$ cat config.mk
export PLATFORM = sky130hd
export DESIGN_NAME = halt_standby_clock_controller
export DESIGN_NICKNAME = d
export VERILOG_FILES = /design/src/hw/standby_pkg.sv /design/src/hw/halt_standby_clock_controller.sv
export SDC_FILE = /design/constraint.sdc
export NUM_CORES = 1
export LEC_CHECK = 0
export ABC_AREA = 0
export ABC_CLOCK_PERIOD_IN_PS = 2100
export BUFFER_PORTS_ARGS = -buffer_cell sky130_fd_sc_hd__buf_2
export CAP_MARGIN = 20
export CORE_MARGIN = 2
export CORE_UTILIZATION = 47
export DETAILED_ROUTE_END_ITERATION = 8
export HOLD_SLACK_MARGIN = 0.05
export PLACE_DENSITY_LB_ADDON = 0.25
export RECOVER_POWER = 100
export SYNTH_ARGS = -nofsm -noshare
export SYNTH_HDL_FRONTEND = slang
export SYNTH_SLANG_ARGS = --single-unit
$ cat constraint.sdc
create_clock -name clk_sys -period 2.1 [get_ports clk_sys]
set_input_delay 0 -clock clk_sys [delete_from_list [all_inputs] [get_ports clk_sys]]
set_output_delay 0 -clock clk_sys [all_outputs]
set_load 0.01 [all_outputs]
$ cat src/hw/standby_pkg.sv
package standby_pkg;

  // ----------------------------------------------------------------
  // Register map of the plain register port
  // ----------------------------------------------------------------
  localparam int          REG_ADDR_W      = 4;
  localparam logic [3:0]  OFS_CTRL        = 4'h0;
  localparam logic [3:0]  OFS_STATUS      = 4'h4;
  localparam int          CTRL_IRQ_EN_BIT = 0;
  localparam int          STAT_HALT_BIT   = 0;
  localparam int          STAT_STOP_BIT   = 1;
  localparam int          STAT_WARM_BIT   = 2;
  localparam int          STAT_MODE_LSB   = 3;
  localparam int          STAT_GRANT_BIT  = 5;
  localparam logic        IRQ_EN_RESET    = 1'b0;
  localparam logic [7:0]  RDATA_RESET     = 8'h00;

  // ----------------------------------------------------------------
  // Standby modes, coded as {mode_select_a, mode_select_b}
  // ----------------------------------------------------------------
  localparam logic [1:0]  MODE_RUN                 = 2'h3;
  localparam logic [1:0]  core_and_clkout_off_mode = 2'h0;
  localparam logic [1:0]  core_off_clkout_on_mode  = 2'h1;
  localparam logic [1:0]  MODE_OSC_OFF             = 2'h2;
  localparam logic [1:0]  MODE_RESET               = MODE_RUN;

  // ----------------------------------------------------------------
  // Oscillator start-up delay: 2^14 + 2.5 clock periods
  // ----------------------------------------------------------------
  localparam int          WARM_POW          = 14;
  localparam int          WARM_HALF_PERIODS = 2 * (2 ** WARM_POW) + 5;
  localparam int          WARM_CYCLES       = (WARM_HALF_PERIODS + 1) / 2;
  localparam int          WARM_CNT_W        = 15;
  localparam logic [6:0]  REFRESH_RESET     = 7'h00;

  // ----------------------------------------------------------------
  // Machine cycle kinds and sequencer states
  // ----------------------------------------------------------------
  typedef enum logic [2:0] {
    CYC_FETCH   = 3'h0,
    CYC_MEM_RD  = 3'h1,
    CYC_MEM_WR  = 3'h2,
    CYC_IO_RD   = 3'h3,
    CYC_IO_WR   = 3'h4,
    CYC_INT_ACK = 3'h5
  } cyc_kind_e;

  typedef enum logic [6:0] {
    SEQ_T1      = 7'h01,
    SEQ_T2      = 7'h02,
    SEQ_T3      = 7'h04,
    fourth_t_state = 7'h08,
    SEQ_GRANT   = 7'h10,
    SEQ_STOPPED = 7'h20,
    SEQ_WARM    = 7'h40
  } seq_e;

endpackage : standby_pkg

$ cat src/hw/halt_standby_clock_controller.sv
`timescale 1ns/1ps
module halt_standby_clock_controller
#(
  parameter int WARM_CYCLES_P = standby_pkg::WARM_CYCLES
) (
  input  wire logic                          clk_sys,
  input  wire logic                          rst_n,
  input  wire logic                          mode_select_a,
  input  wire logic                          mode_select_b,
  input  wire logic                          irq_n,
  input  wire logic                          nmi_n,
  input  wire logic                          wait_n,
  input  wire logic                          bus_claim_n,
  input  standby_pkg::cyc_kind_e             cyc_kind,
  input  wire logic [15:0]                   cyc_addr,
  input  wire logic [7:0]                    cyc_wdata,
  input  wire logic                          instr_last,
  input  wire logic                          halt_opcode,
  input  wire logic [7:0]                    refresh_page,
  input  wire logic [7:0]                    data_in,
  input  wire logic [standby_pkg::REG_ADDR_W-1:0] reg_addr,
  input  wire logic [7:0]                    reg_wdata,
  input  wire logic                          reg_wr,
  input  wire logic                          reg_rd,
  output logic [7:0]                         reg_rdata,
  output logic [15:0]                        addr_out,
  output logic                               addr_oe_n,
  output logic [7:0]                         data_out,
  output logic                               data_oe_n,
  output logic                               memory_strobe_n,
  output logic                               io_strobe_n,
  output logic                               rd_n,
  output logic                               wr_n,
  output logic                               strobe_oe_n,
  output logic                               opcode_fetch_n,
  output logic                               bus_grant_n,
  output logic                               halt_n,
  output logic                               core_run,
  output logic                               clk_out_run,
  output logic                               osc_run,
  output logic                               cyc_done,
  output logic [7:0]                         rdata_out,
  output logic                               take_nmi,
  output logic                               take_irq
);

  import standby_pkg::*;

  localparam logic [WARM_CNT_W-1:0] WARM_LAST = WARM_CNT_W'(WARM_CYCLES_P - 1);

  // ----------------------------------------------------------------
  // State
  // ----------------------------------------------------------------
  seq_e                  seq;
  seq_e                  next_seq;
  cyc_kind_e             kind_q;
  cyc_kind_e             next_kind;
  logic [15:0]           addr_q;
  logic [1:0]            mode_q;
  logic                  halted;
  logic                  irq_enable_flag;
  logic                  nmi_q;
  logic                  nmi_pend;
  logic [6:0]            refresh_cnt;
  logic [WARM_CNT_W-1:0] warm_cnt;

  logic                  is_last;
  logic                  accept_nmi;
  logic                  accept_irq;
  logic                  enter_halt;
  logic                  next_halted;
  logic                  wake;
  logic                  mem_kind;
  logic                  early;
  logic                  late;

  // ----------------------------------------------------------------
  // Interrupt sampling and halt bookkeeping
  // ----------------------------------------------------------------
  // A halted machine runs NOPs, so every cycle closes an instruction
  assign is_last    = instr_last | halted;
  assign accept_nmi = (seq == fourth_t_state) && is_last && nmi_pend;
  assign accept_irq = (seq == fourth_t_state) && is_last && !nmi_pend && !irq_n && irq_enable_flag;
  assign enter_halt = (seq == SEQ_T3) && (kind_q == CYC_FETCH) && halt_opcode && !halted;
  assign wake       = nmi_pend | !nmi_n | !irq_n;

  assign next_halted = enter_halt || (halted && !(accept_nmi || accept_irq));

  // ----------------------------------------------------------------
  // Sequencer
  // ----------------------------------------------------------------
  always_comb begin
    next_seq = seq;
    case (seq)
      SEQ_T1: begin
        next_seq = SEQ_T2;
      end
      SEQ_T2: begin
        if (wait_n) begin
          next_seq = SEQ_T3;
        end
      end
      SEQ_T3: begin
        next_seq = fourth_t_state;
      end
      fourth_t_state: begin
        if (!bus_claim_n) begin
          next_seq = SEQ_GRANT;
        end else if (next_halted && mode_q != MODE_RUN) begin
          // Stopping after the fourth T state re-arms after each wake NOP
          next_seq = SEQ_STOPPED;
        end else begin
          next_seq = SEQ_T1;
        end
      end
      SEQ_GRANT: begin
        if (bus_claim_n) begin
          next_seq = SEQ_T1;
        end
      end
      SEQ_STOPPED: begin
        if (wake) begin
          next_seq = (mode_q == MODE_OSC_OFF) ? SEQ_WARM : SEQ_T1;
        end
      end
      SEQ_WARM: begin
        if (warm_cnt == WARM_LAST) begin
          next_seq = SEQ_T1;
        end
      end
      default: begin
        next_seq = SEQ_T1;
      end
    endcase
  end

  // New cycle request is latched on entry to T1; halted cycles are NOP fetches
  assign next_kind = (next_seq == SEQ_T1) ? (next_halted ? CYC_FETCH : cyc_kind) : kind_q;

  always_ff @(posedge clk_sys) begin
    if (!rst_n) begin
      seq <= SEQ_T1;
    end else begin
      seq <= next_seq;
    end
  end

  always_ff @(posedge clk_sys) begin
    if (!rst_n) begin
      kind_q <= CYC_FETCH;
      addr_q <= 16'h0000;
    end else if (next_seq == SEQ_T1 && seq != SEQ_T1) begin
      kind_q <= next_kind;
      addr_q <= cyc_addr;
    end
  end

  // Start-up counter only ever runs from the stopped oscillator; reset clears it
  always_ff @(posedge clk_sys) begin
    if (!rst_n) begin
      warm_cnt <= '0;
    end else if (seq == SEQ_WARM) begin
      warm_cnt <= warm_cnt + WARM_CNT_W'(1);
    end else begin
      warm_cnt <= '0;
    end
  end

  always_ff @(posedge clk_sys) begin
    if (!rst_n) begin
      halted <= 1'b0;
      halt_n <= 1'b1;
    end else begin
      halted <= next_halted;
      halt_n <= !next_halted;
    end
  end

  // Mode is captured with the halt, so later pin changes do not matter
  always_ff @(posedge clk_sys) begin
    if (!rst_n) begin
      mode_q <= MODE_RESET;
    end else if (enter_halt) begin
      mode_q <= {mode_select_a, mode_select_b};
    end
  end

  // ----------------------------------------------------------------
  // Interrupt flags
  // ----------------------------------------------------------------
  always_ff @(posedge clk_sys) begin
    if (!rst_n) begin
      nmi_q    <= 1'b1;
      nmi_pend <= 1'b0;
    end else begin
      nmi_q <= nmi_n;
      if (nmi_q && !nmi_n) begin
        nmi_pend <= 1'b1;
      end else if (accept_nmi) begin
        nmi_pend <= 1'b0;
      end
    end
  end

  // Software write beats the hardware clear on acceptance
  always_ff @(posedge clk_sys) begin
    if (!rst_n) begin
      irq_enable_flag <= IRQ_EN_RESET;
    end else if (reg_wr && reg_addr == OFS_CTRL) begin
      irq_enable_flag <= reg_wdata[CTRL_IRQ_EN_BIT];
    end else if (accept_irq) begin
      irq_enable_flag <= 1'b0;
    end
  end

  always_ff @(posedge clk_sys) begin
    if (!rst_n) begin
      take_nmi <= 1'b0;
      take_irq <= 1'b0;
    end else begin
      take_nmi <= accept_nmi;
      take_irq <= accept_irq;
    end
  end

  // ----------------------------------------------------------------
  // Clock gating
  // ----------------------------------------------------------------
  // The pad gates the oscillator itself with clk_out_run, so clock out
  // keeps oscillator frequency and phase and rests low when gated
  always_ff @(posedge clk_sys) begin
    if (!rst_n) begin
      core_run    <= 1'b1;
      clk_out_run <= 1'b1;
      osc_run     <= 1'b1;
    end else begin
      core_run    <= (next_seq != SEQ_STOPPED) && (next_seq != SEQ_WARM);
      clk_out_run <= !((next_seq == SEQ_STOPPED && mode_q != core_off_clkout_on_mode)
                       || next_seq == SEQ_WARM);
      osc_run     <= !(next_seq == SEQ_STOPPED && mode_q == MODE_OSC_OFF);
    end
  end

  // ----------------------------------------------------------------
  // Bus strobes
  // ----------------------------------------------------------------
  assign mem_kind = (next_kind == CYC_FETCH) || (next_kind == CYC_MEM_RD) || (next_kind == CYC_MEM_WR);
  assign early    = (next_seq == SEQ_T1) || (next_seq == SEQ_T2);
  assign late     = (next_seq == SEQ_T2) || (next_seq == SEQ_T3);

  always_ff @(posedge clk_sys) begin
    if (!rst_n) begin
      memory_strobe_n <= 1'b1;
      io_strobe_n     <= 1'b1;
      rd_n            <= 1'b1;
      wr_n            <= 1'b1;
      opcode_fetch_n  <= 1'b1;
    end else begin
      memory_strobe_n <= !(mem_kind && (early || next_seq == SEQ_T3));
      io_strobe_n     <= !((next_kind == CYC_IO_RD || next_kind == CYC_IO_WR
                            || next_kind == CYC_INT_ACK) && late);
      rd_n            <= !(((next_kind == CYC_FETCH || next_kind == CYC_MEM_RD) && early)
                           || (next_kind == CYC_IO_RD && late));
      wr_n            <= !((next_kind == CYC_MEM_WR || next_kind == CYC_IO_WR) && late);
      opcode_fetch_n  <= !((next_kind == CYC_FETCH || next_kind == CYC_INT_ACK) && early);
    end
  end

  // Refresh address takes the back half of every fetch
  always_ff @(posedge clk_sys) begin
    if (!rst_n) begin
      addr_out <= 16'h0000;
    end else if (next_kind == CYC_FETCH && (next_seq == SEQ_T3 || next_seq == fourth_t_state)) begin
      addr_out <= {refresh_page, 1'b0, refresh_cnt};
    end else if (next_seq == SEQ_T1) begin
      addr_out <= cyc_addr;
    end else begin
      addr_out <= addr_q;
    end
  end

  always_ff @(posedge clk_sys) begin
    if (!rst_n) begin
      refresh_cnt <= REFRESH_RESET;
    end else if (seq == fourth_t_state && kind_q == CYC_FETCH) begin
      refresh_cnt <= refresh_cnt + 7'h01;
    end
  end

  always_ff @(posedge clk_sys) begin
    if (!rst_n) begin
      data_out  <= 8'h00;
      data_oe_n <= 1'b1;
    end else begin
      if (next_seq == SEQ_T1 && seq != SEQ_T1) begin
        data_out <= cyc_wdata;
      end
      data_oe_n <= !((next_kind == CYC_MEM_WR || next_kind == CYC_IO_WR)
                     && (early || next_seq == SEQ_T3 || next_seq == fourth_t_state));
    end
  end

  // Bus goes high impedance first, grant follows one cycle later
  always_ff @(posedge clk_sys) begin
    if (!rst_n) begin
      addr_oe_n   <= 1'b0;
      strobe_oe_n <= 1'b0;
      bus_grant_n <= 1'b1;
    end else begin
      addr_oe_n   <= (next_seq == SEQ_GRANT);
      strobe_oe_n <= (next_seq == SEQ_GRANT);
      bus_grant_n <= !(seq == SEQ_GRANT && next_seq == SEQ_GRANT);
    end
  end

  always_ff @(posedge clk_sys) begin
    if (!rst_n) begin
      rdata_out <= 8'h00;
      cyc_done  <= 1'b0;
    end else begin
      if (seq == SEQ_T2 && wait_n) begin
        rdata_out <= data_in;
      end
      cyc_done <= (seq == fourth_t_state);
    end
  end

  // ----------------------------------------------------------------
  // Register read port
  // ----------------------------------------------------------------
  always_ff @(posedge clk_sys) begin
    if (!rst_n) begin
      reg_rdata <= RDATA_RESET;
    end else if (reg_rd && reg_addr == OFS_CTRL) begin
      reg_rdata <= {7'h00, irq_enable_flag};
    end else if (reg_rd && reg_addr == OFS_STATUS) begin
      reg_rdata <= {2'h0, (seq == SEQ_GRANT), mode_q, (seq == SEQ_WARM), (seq == SEQ_STOPPED), halted};
    end else begin
      reg_rdata <= RDATA_RESET;
    end
  end

endmodule : halt_standby_clock_controller

Word-level counts from Yosys, hierarchy flattened. Index checks and enable logic that the tools add are counted.

$add $sub $neg: 2. Equality and inequality tests: 27. Multiplexer cells: 18. Bitwise logic cells: 5. Reductions and logical operators: 68.

Operator list (number): one-hot mux 7 bit (7 select lines) (1); two-way mux 7 bit (5); two-way mux 16 bit (2); logical AND 1 bit (29); adder 15 x 1 -> 15 bit, second input constant (1); == test 15 bit, second input constant (1); logical NOT 1 bit (15); logical OR 1 bit (15); == test 7 x 1 -> 1 bit, second input constant (2); == test 7 x 2 -> 1 bit, second input constant (2); == test 7 x 3 -> 1 bit, second input constant (2); == test 7 x 4 -> 1 bit, second input constant (2); == test 7 x 5 -> 1 bit, second input constant (2); == test 7 x 6 -> 1 bit, second input constant (2); == test 7 bit, second input constant (2); two-way mux 6 bit (2); adder 7 x 1 -> 7 bit, second input constant (1); inequality test 7 x 1 -> 1 bit, second input constant (1); inequality test 7 x 6 -> 1 bit, second input constant (1); inequality test 7 bit, second input constant (1); == test 3 x 2 -> 1 bit, second input constant (2); == test 3 bit, second input constant (2); logical NOT 3 bit (2); two-way mux 1 bit (6); other kinds (13) (19).

Flip-flop bits (word level): 109. Input port bits: 67. Output and inout bits: 56. Word-level logic and storage cells: 152.

Logic depth before layout (Yosys ltp).
Depth after elaboration: 20. Mapped depth: 10. Gate-level depth less buffers: 9.

Worst setup path after synthesis. No wires, ideal clock.

Kind: reg-to-reg. Start: register seq[1]. End: register io_strobe_n. Library setup time: 120 ps. Arrival time: 1916 ps. Data required time: 1980 ps. Slack: 64 ps. Stages on the path, launching flop included: 9. Path buffers: 1. Period minus slack after synthesis: 2036 ps. Path through: dfxtp_1 buf_2 nor4_4 and3_2 a311oi_1 nand2_2 nand3_4 mux2_4 a211o_1.

Longest elaborated chain between the ends: 20. Elaborated cells between the ends (all ways): 40. Those cells by class: eq/ne: 13; mux: 9; reduce/logical: 18.

RTL lines: from (decl) (line halt_standby_clock_controller.sv:54) `seq_e seq;`; from (signal assigned) (line halt_standby_clock_controller.sv:144) `seq <= next_seq;`; == test 7 x 4 -> 1 bit (line halt_standby_clock_controller.sv:82, halt_standby_clock_controller.sv:83, halt_standby_clock_controller.sv:94); logical AND 1 bit (line halt_standby_clock_controller.sv:82, halt_standby_clock_controller.sv:83); logical AND 1 bit (3 in a row) (line halt_standby_clock_controller.sv:83) `assign accept_irq = (seq == fourth_t_state) && is_last && !nmi_pend && !irq_n && irq_enable_flag;`; logical OR 1 bit (line halt_standby_clock_controller.sv:87) `assign next_halted = enter_halt || (halted && !(accept_nmi || accept_irq));`; logical NOT 1 bit (line halt_standby_clock_controller.sv:87); logical AND 1 bit (line halt_standby_clock_controller.sv:87); logical OR 1 bit (line halt_standby_clock_controller.sv:87); logical AND 1 bit (line halt_standby_clock_controller.sv:109) `end else if (next_halted && mode_q != MODE_RUN) begin`; (+2 left out); one-hot mux 7 bit (7 select lines) (line halt_standby_clock_controller.sv:94) `case (seq)`; == test 7 x 1 -> 1 bit (line halt_standby_clock_controller.sv:138) `assign next_kind = (next_seq == SEQ_T1) ? (next_halted ? CYC_FETCH : cyc_kind) : kind_q;`; two-way mux 3 bit (line halt_standby_clock_controller.sv:138); == test 3 x 2 -> 1 bit or == test 3 bit (tied branches) (line halt_standby_clock_controller.sv:260) `io_strobe_n <= !((next_kind == CYC_IO_RD || next_kind == CYC_IO_WR`; logical OR 1 bit (line halt_standby_clock_controller.sv:260); logical OR 1 bit (line halt_standby_clock_controller.sv:261) `|| next_kind == CYC_INT_ACK) && late);`; logical AND 1 bit (*) (line halt_standby_clock_controller.sv:261); logical NOT 1 bit (*) (line halt_standby_clock_controller.sv:260); to (signal assigned) (line halt_standby_clock_controller.sv:260); to (decl) (line halt_standby_clock_controller.sv:31) `output logic io_strobe_n,`.

Every way passes the cells marked *; elsewhere a longest branch is shown, timed or not. A chain may end at the register's enable or synchronous reset.

Worst setup path after layout. Ends and elaborated chain as after synthesis.

==> results by group <==
Place
  • GP Congestion: 0.885
  • PortBufs: 113
  • DP Wirelength: 7200 um
  • Placed cell area: 5190 sq um

Yosys
  • EDFF count, synth: 0
  • Async S/R FF share, synth: 0%
  • Syn_area_per_cell: 9.49 sq um
  • Warnings, synthesis: 0
  • Synthesized flop and latch total: 107
  • Syn Inst Count: 454
  • Seq/Total Area, Yosys: 49.7%
  • Synth cell types: 54
  • Ys flop type: dfxtp_1
  • Syn Std Cell Area: 4310 sq um

Clock tree
  • Clk Latency, worst-skew pair: 0.39 ns
  • H-tree depth: 3
  • CTS tree: done
  • Root buf cell: clkbuf_8
  • Clock buffer count from CTS: 9
  • Clk slew on worst S/H paths: 0.11 ns
  • Clock Tree Buf Depth: 2
  • Sink Count: 107

Power and ir drop
  • Clock Power Share: 28.0%
  • Flop pwr share: 46.8%
  • Tot Pwr: 4960 uW
  • Psw: 1500 uW
  • Power Dens Cells: 803 nW/um^2
  • Sw Share: 30.3%
  • Logic pwr share: 25.3%
  • Pleak: 0.00252 uW
  • P_int: 3460 uW
  • Maximum VDD drop: 0.000570 V

STA
  • Final TNS setup: -0.768 ns
  • Maximum clock frequency: 460 MHz
  • Setup ws final: -0.0736 ns
  • Final period utilization: 104%
  • Final setup skew: 0.0220 ns
  • Final Hold Fails: 0
  • Least-Margin Pin Slew: 0.522 ns
  • # setup viols final: 34
  • Slew Limit Fails: 0
  • Final Critical Period: 2.17 ns
  • Unrepaired setup endpoints after global routing: true
  • Rel. slew slack: 65.1%

Critical path
  • Reg-to-Reg End: io_strobe_n$_SDFF_PN1_
  • Crit path max fanout: 5
  • Reg2reg setup slack: -0.07 ns
  • Crit Path Class: flop to flop
  • FF-to-FF Start: seq[1]$_SDFF_PN0_
  • Critical Path AT: 2.45 ns
  • Critical Path End Type: flop
  • FF-to-FF path depth: 8
  • Crit path required time: 2.37 ns
  • Critical path launch point type: flop

Drt
  • WL per Instance: 15.1 um
  • DRT iter0 DRCs: 183
  • Met1 wire length: 4890 um
  • Vias: 4020
  • DR DRC count: 0
  • Met3 WL: 714 um
  • Vias/cell: 5.25
  • Detailed Route WL: 11500 um
  • WL met2: 5730 um
  • Post-DRT Antenna Nets: 0
  • DR top layer: met4
  • DRT Pass-1 Iters: 5

Worst hold path
  • HP Start: reg_addr[0]
  • Hold depth: 4
  • Worst Hold End: reg_rdata[4]$_SDFF_PP0_
  • Worst hold path class: input pin to flop

Outcome
  • Status: complete, but fails checks
  • Failing checks: negative setup slack

Floorplanning
  • Initial Util: 48.9%
  • Chip height: 99.8 um
  • CORE AREA: 8810 sq um
  • Io pins: 123
  • Die width: 99.8 um
  • Die area: 9950 sq um
  • Core Rows: 34

Cells and area
  • Layout Nets: 723
  • Area growth syn-to-layout: 43.3%
  • N_diodes: 0
  • Post-route cell area: 6180 sq um
  • Fill cells: 649
  • Final Util: 70.1%
  • Share of layout cells above drive strength 1: 25.1%

Global routing
  • Total global routing track utilization: 21.9%
  • Vias in the first global route: 3793
  • Largest net degree at the start of global routing: 43
  • GRT overflow: 0
  • Initial antenna violation count: 0
  • First-pass GRT wire length: 17400 um

Job
  • Max_cap viols: 0
-- flip-flops by register name, indices dropped and copies added, names as in the netlist, 2 cells and up --
| name | flops |
|---|---|
| addr_out | 16 |
| rdata_out | 8 |
| refresh_cnt | 7 |
| mode_q | 2 |
| data_out | 8 |
| reg_rdata | 6 |
| addr_q | 16 |
| seq | 7 |
| warm_cnt | 15 |
| kind_q | 3 |
-- cells by family (layout without fill, tap and decap cells) --
logic type               count (synthesis)  in the layout  synth area share [%]
AO/OA/AOI/OAI                           46             46                  7.66
multiplexers                            42             42                  9.90
XOR/XNOR                                23             23                  4.67
other                                    1              2                0.0870
adder cells (fa/ha/maj)                  3              3                 0.871
buffers and inverters                   36            239                  4.18
flip-flops                             107            107                  49.7
AND/OR/NAND/NOR                        196            196                  22.9
-- power by group through the flow --
| stage | clock [uW] | combinational (uW) | sequential [uW] |
|---|---|---|---|
| after global routing | 1490 | 1340 | 2340 |
| after CTS | 1400 | 1090 | 2300 |
| after detailed placement | 0 | 989 | 2340 |
| final | 1390 | 1250 | 2320 |
| after floorplan | 0 | 598 | 2380 |
| after global placement | 0 | 966 | 2340 |
-- worst max path at each step --
stage	from	endpoint
5_1_grt	nmi_pend$_SDFFE_PN0P_	io_strobe_n$_SDFF_PN1_
4_1_cts	seq[3]$_SDFF_PN0_	io_strobe_n$_SDFF_PN1_
2_1_floorplan	seq[1]$_SDFF_PN0_	io_strobe_n$_SDFF_PN1_
3_3_place_gp	seq[3]$_SDFF_PN0_	io_strobe_n$_SDFF_PN1_
3_5_place_dp	warm_cnt[0]$_SDFF_PN0_	io_strobe_n$_SDFF_PN1_
6_report	seq[1]$_SDFF_PN0_	io_strobe_n$_SDFF_PN1_
-- routing by layer --
layer  global-route usage (%)  up-vias
met3                     6.89       24
li1                         -     1955
met4                     5.90        0
met5                        0        -
met2                     38.1      150
met1                     26.0     1891
-- per-stage QoR --
stage                     std cells  setup slack [ns]  hold slack, ns
after CTS                       762           0.00287          0.0529
after global placement          685           -0.0219           0.219
after global routing            766            -0.122          0.0731
after detailed placement        685           -0.0525           0.227
final                           766           -0.0736          0.0491
after floorplan                 455            0.0641          0.0970
-- layout make-up --
| cell class | instances | area [sq um] | area share, % |
|---|---|---|---|
| tap | 108 | 135 | 2.19 |
| sequential | 107 | 2160 | 34.9 |
| multi-input combinational | 312 | 2160 | 34.9 |
| inverter | 9 | 33.8 | 0.547 |
| timing repair buffer | 214 | 1470 | 23.9 |
| clock buffer | 9 | 124 | 2.01 |
| clock inverter | 7 | 97.6 | 1.58 |
-- critical path: stages, from the launching register on --
cell and delay (ns):
dfxtp_2 0.37, nor4_4 0.28, buf_4 0.19, nand3_2 0.08, o21ai_1 0.14, nand4b_1 0.20
nand3_4 0.23, mux2_4 0.33, a211o_1 0.25
-- placed cells by master (no fill, tap or decap), drive strengths merged, types with 2 or more instances in the layout --
cell type and count:
a211o 2, o31ai 15, clkbuf 64, o21ai 10, conb 2, mux2i 40
nor2 87, ha 3, nand2b 2, nand2 20, and2 8, nand3 32
mux2 2, a21oi 6, nor4 3, inv 14, xnor2 10, nor3b 3
nand4 7, o211ai 4, buf 102, nor2b 3, dfxtp 107, nand3b 2
or2 2, dlygate4sd3 57, nor3 9, and3 10, xor2 13, nor4b 4
-- cell usage after synthesis, types with 6 or more instances --
cell      count  area, sq um
xor2_1       13          114
mux2i_1      40          400
xnor2_1      10         87.6
dfxtp_1     107         2140
o21ai_0       9         45.0
a21oi_1       6         30.0
nand4_1       7         43.8
and2_1        7         43.8
nor2_1       87          327
nand3_1      31          155
buf_2         6         30.0
and3_1        9         56.3
inv_1         8         30.0
o31ai_1      15          113
nor3_1        8         40.0
nand2_1      19         71.3
clkbuf_1     14         52.6
-- timing repair --
item	CTS	global route
cloned	0	1
setup buffers	4	3
setup endpoints to repair	33	49
hold buffers	57	0
endpoints found under the hold margin	69	0
resized for setup	13	34
pin swaps	10	4
(Power assumes the default switching activity.)
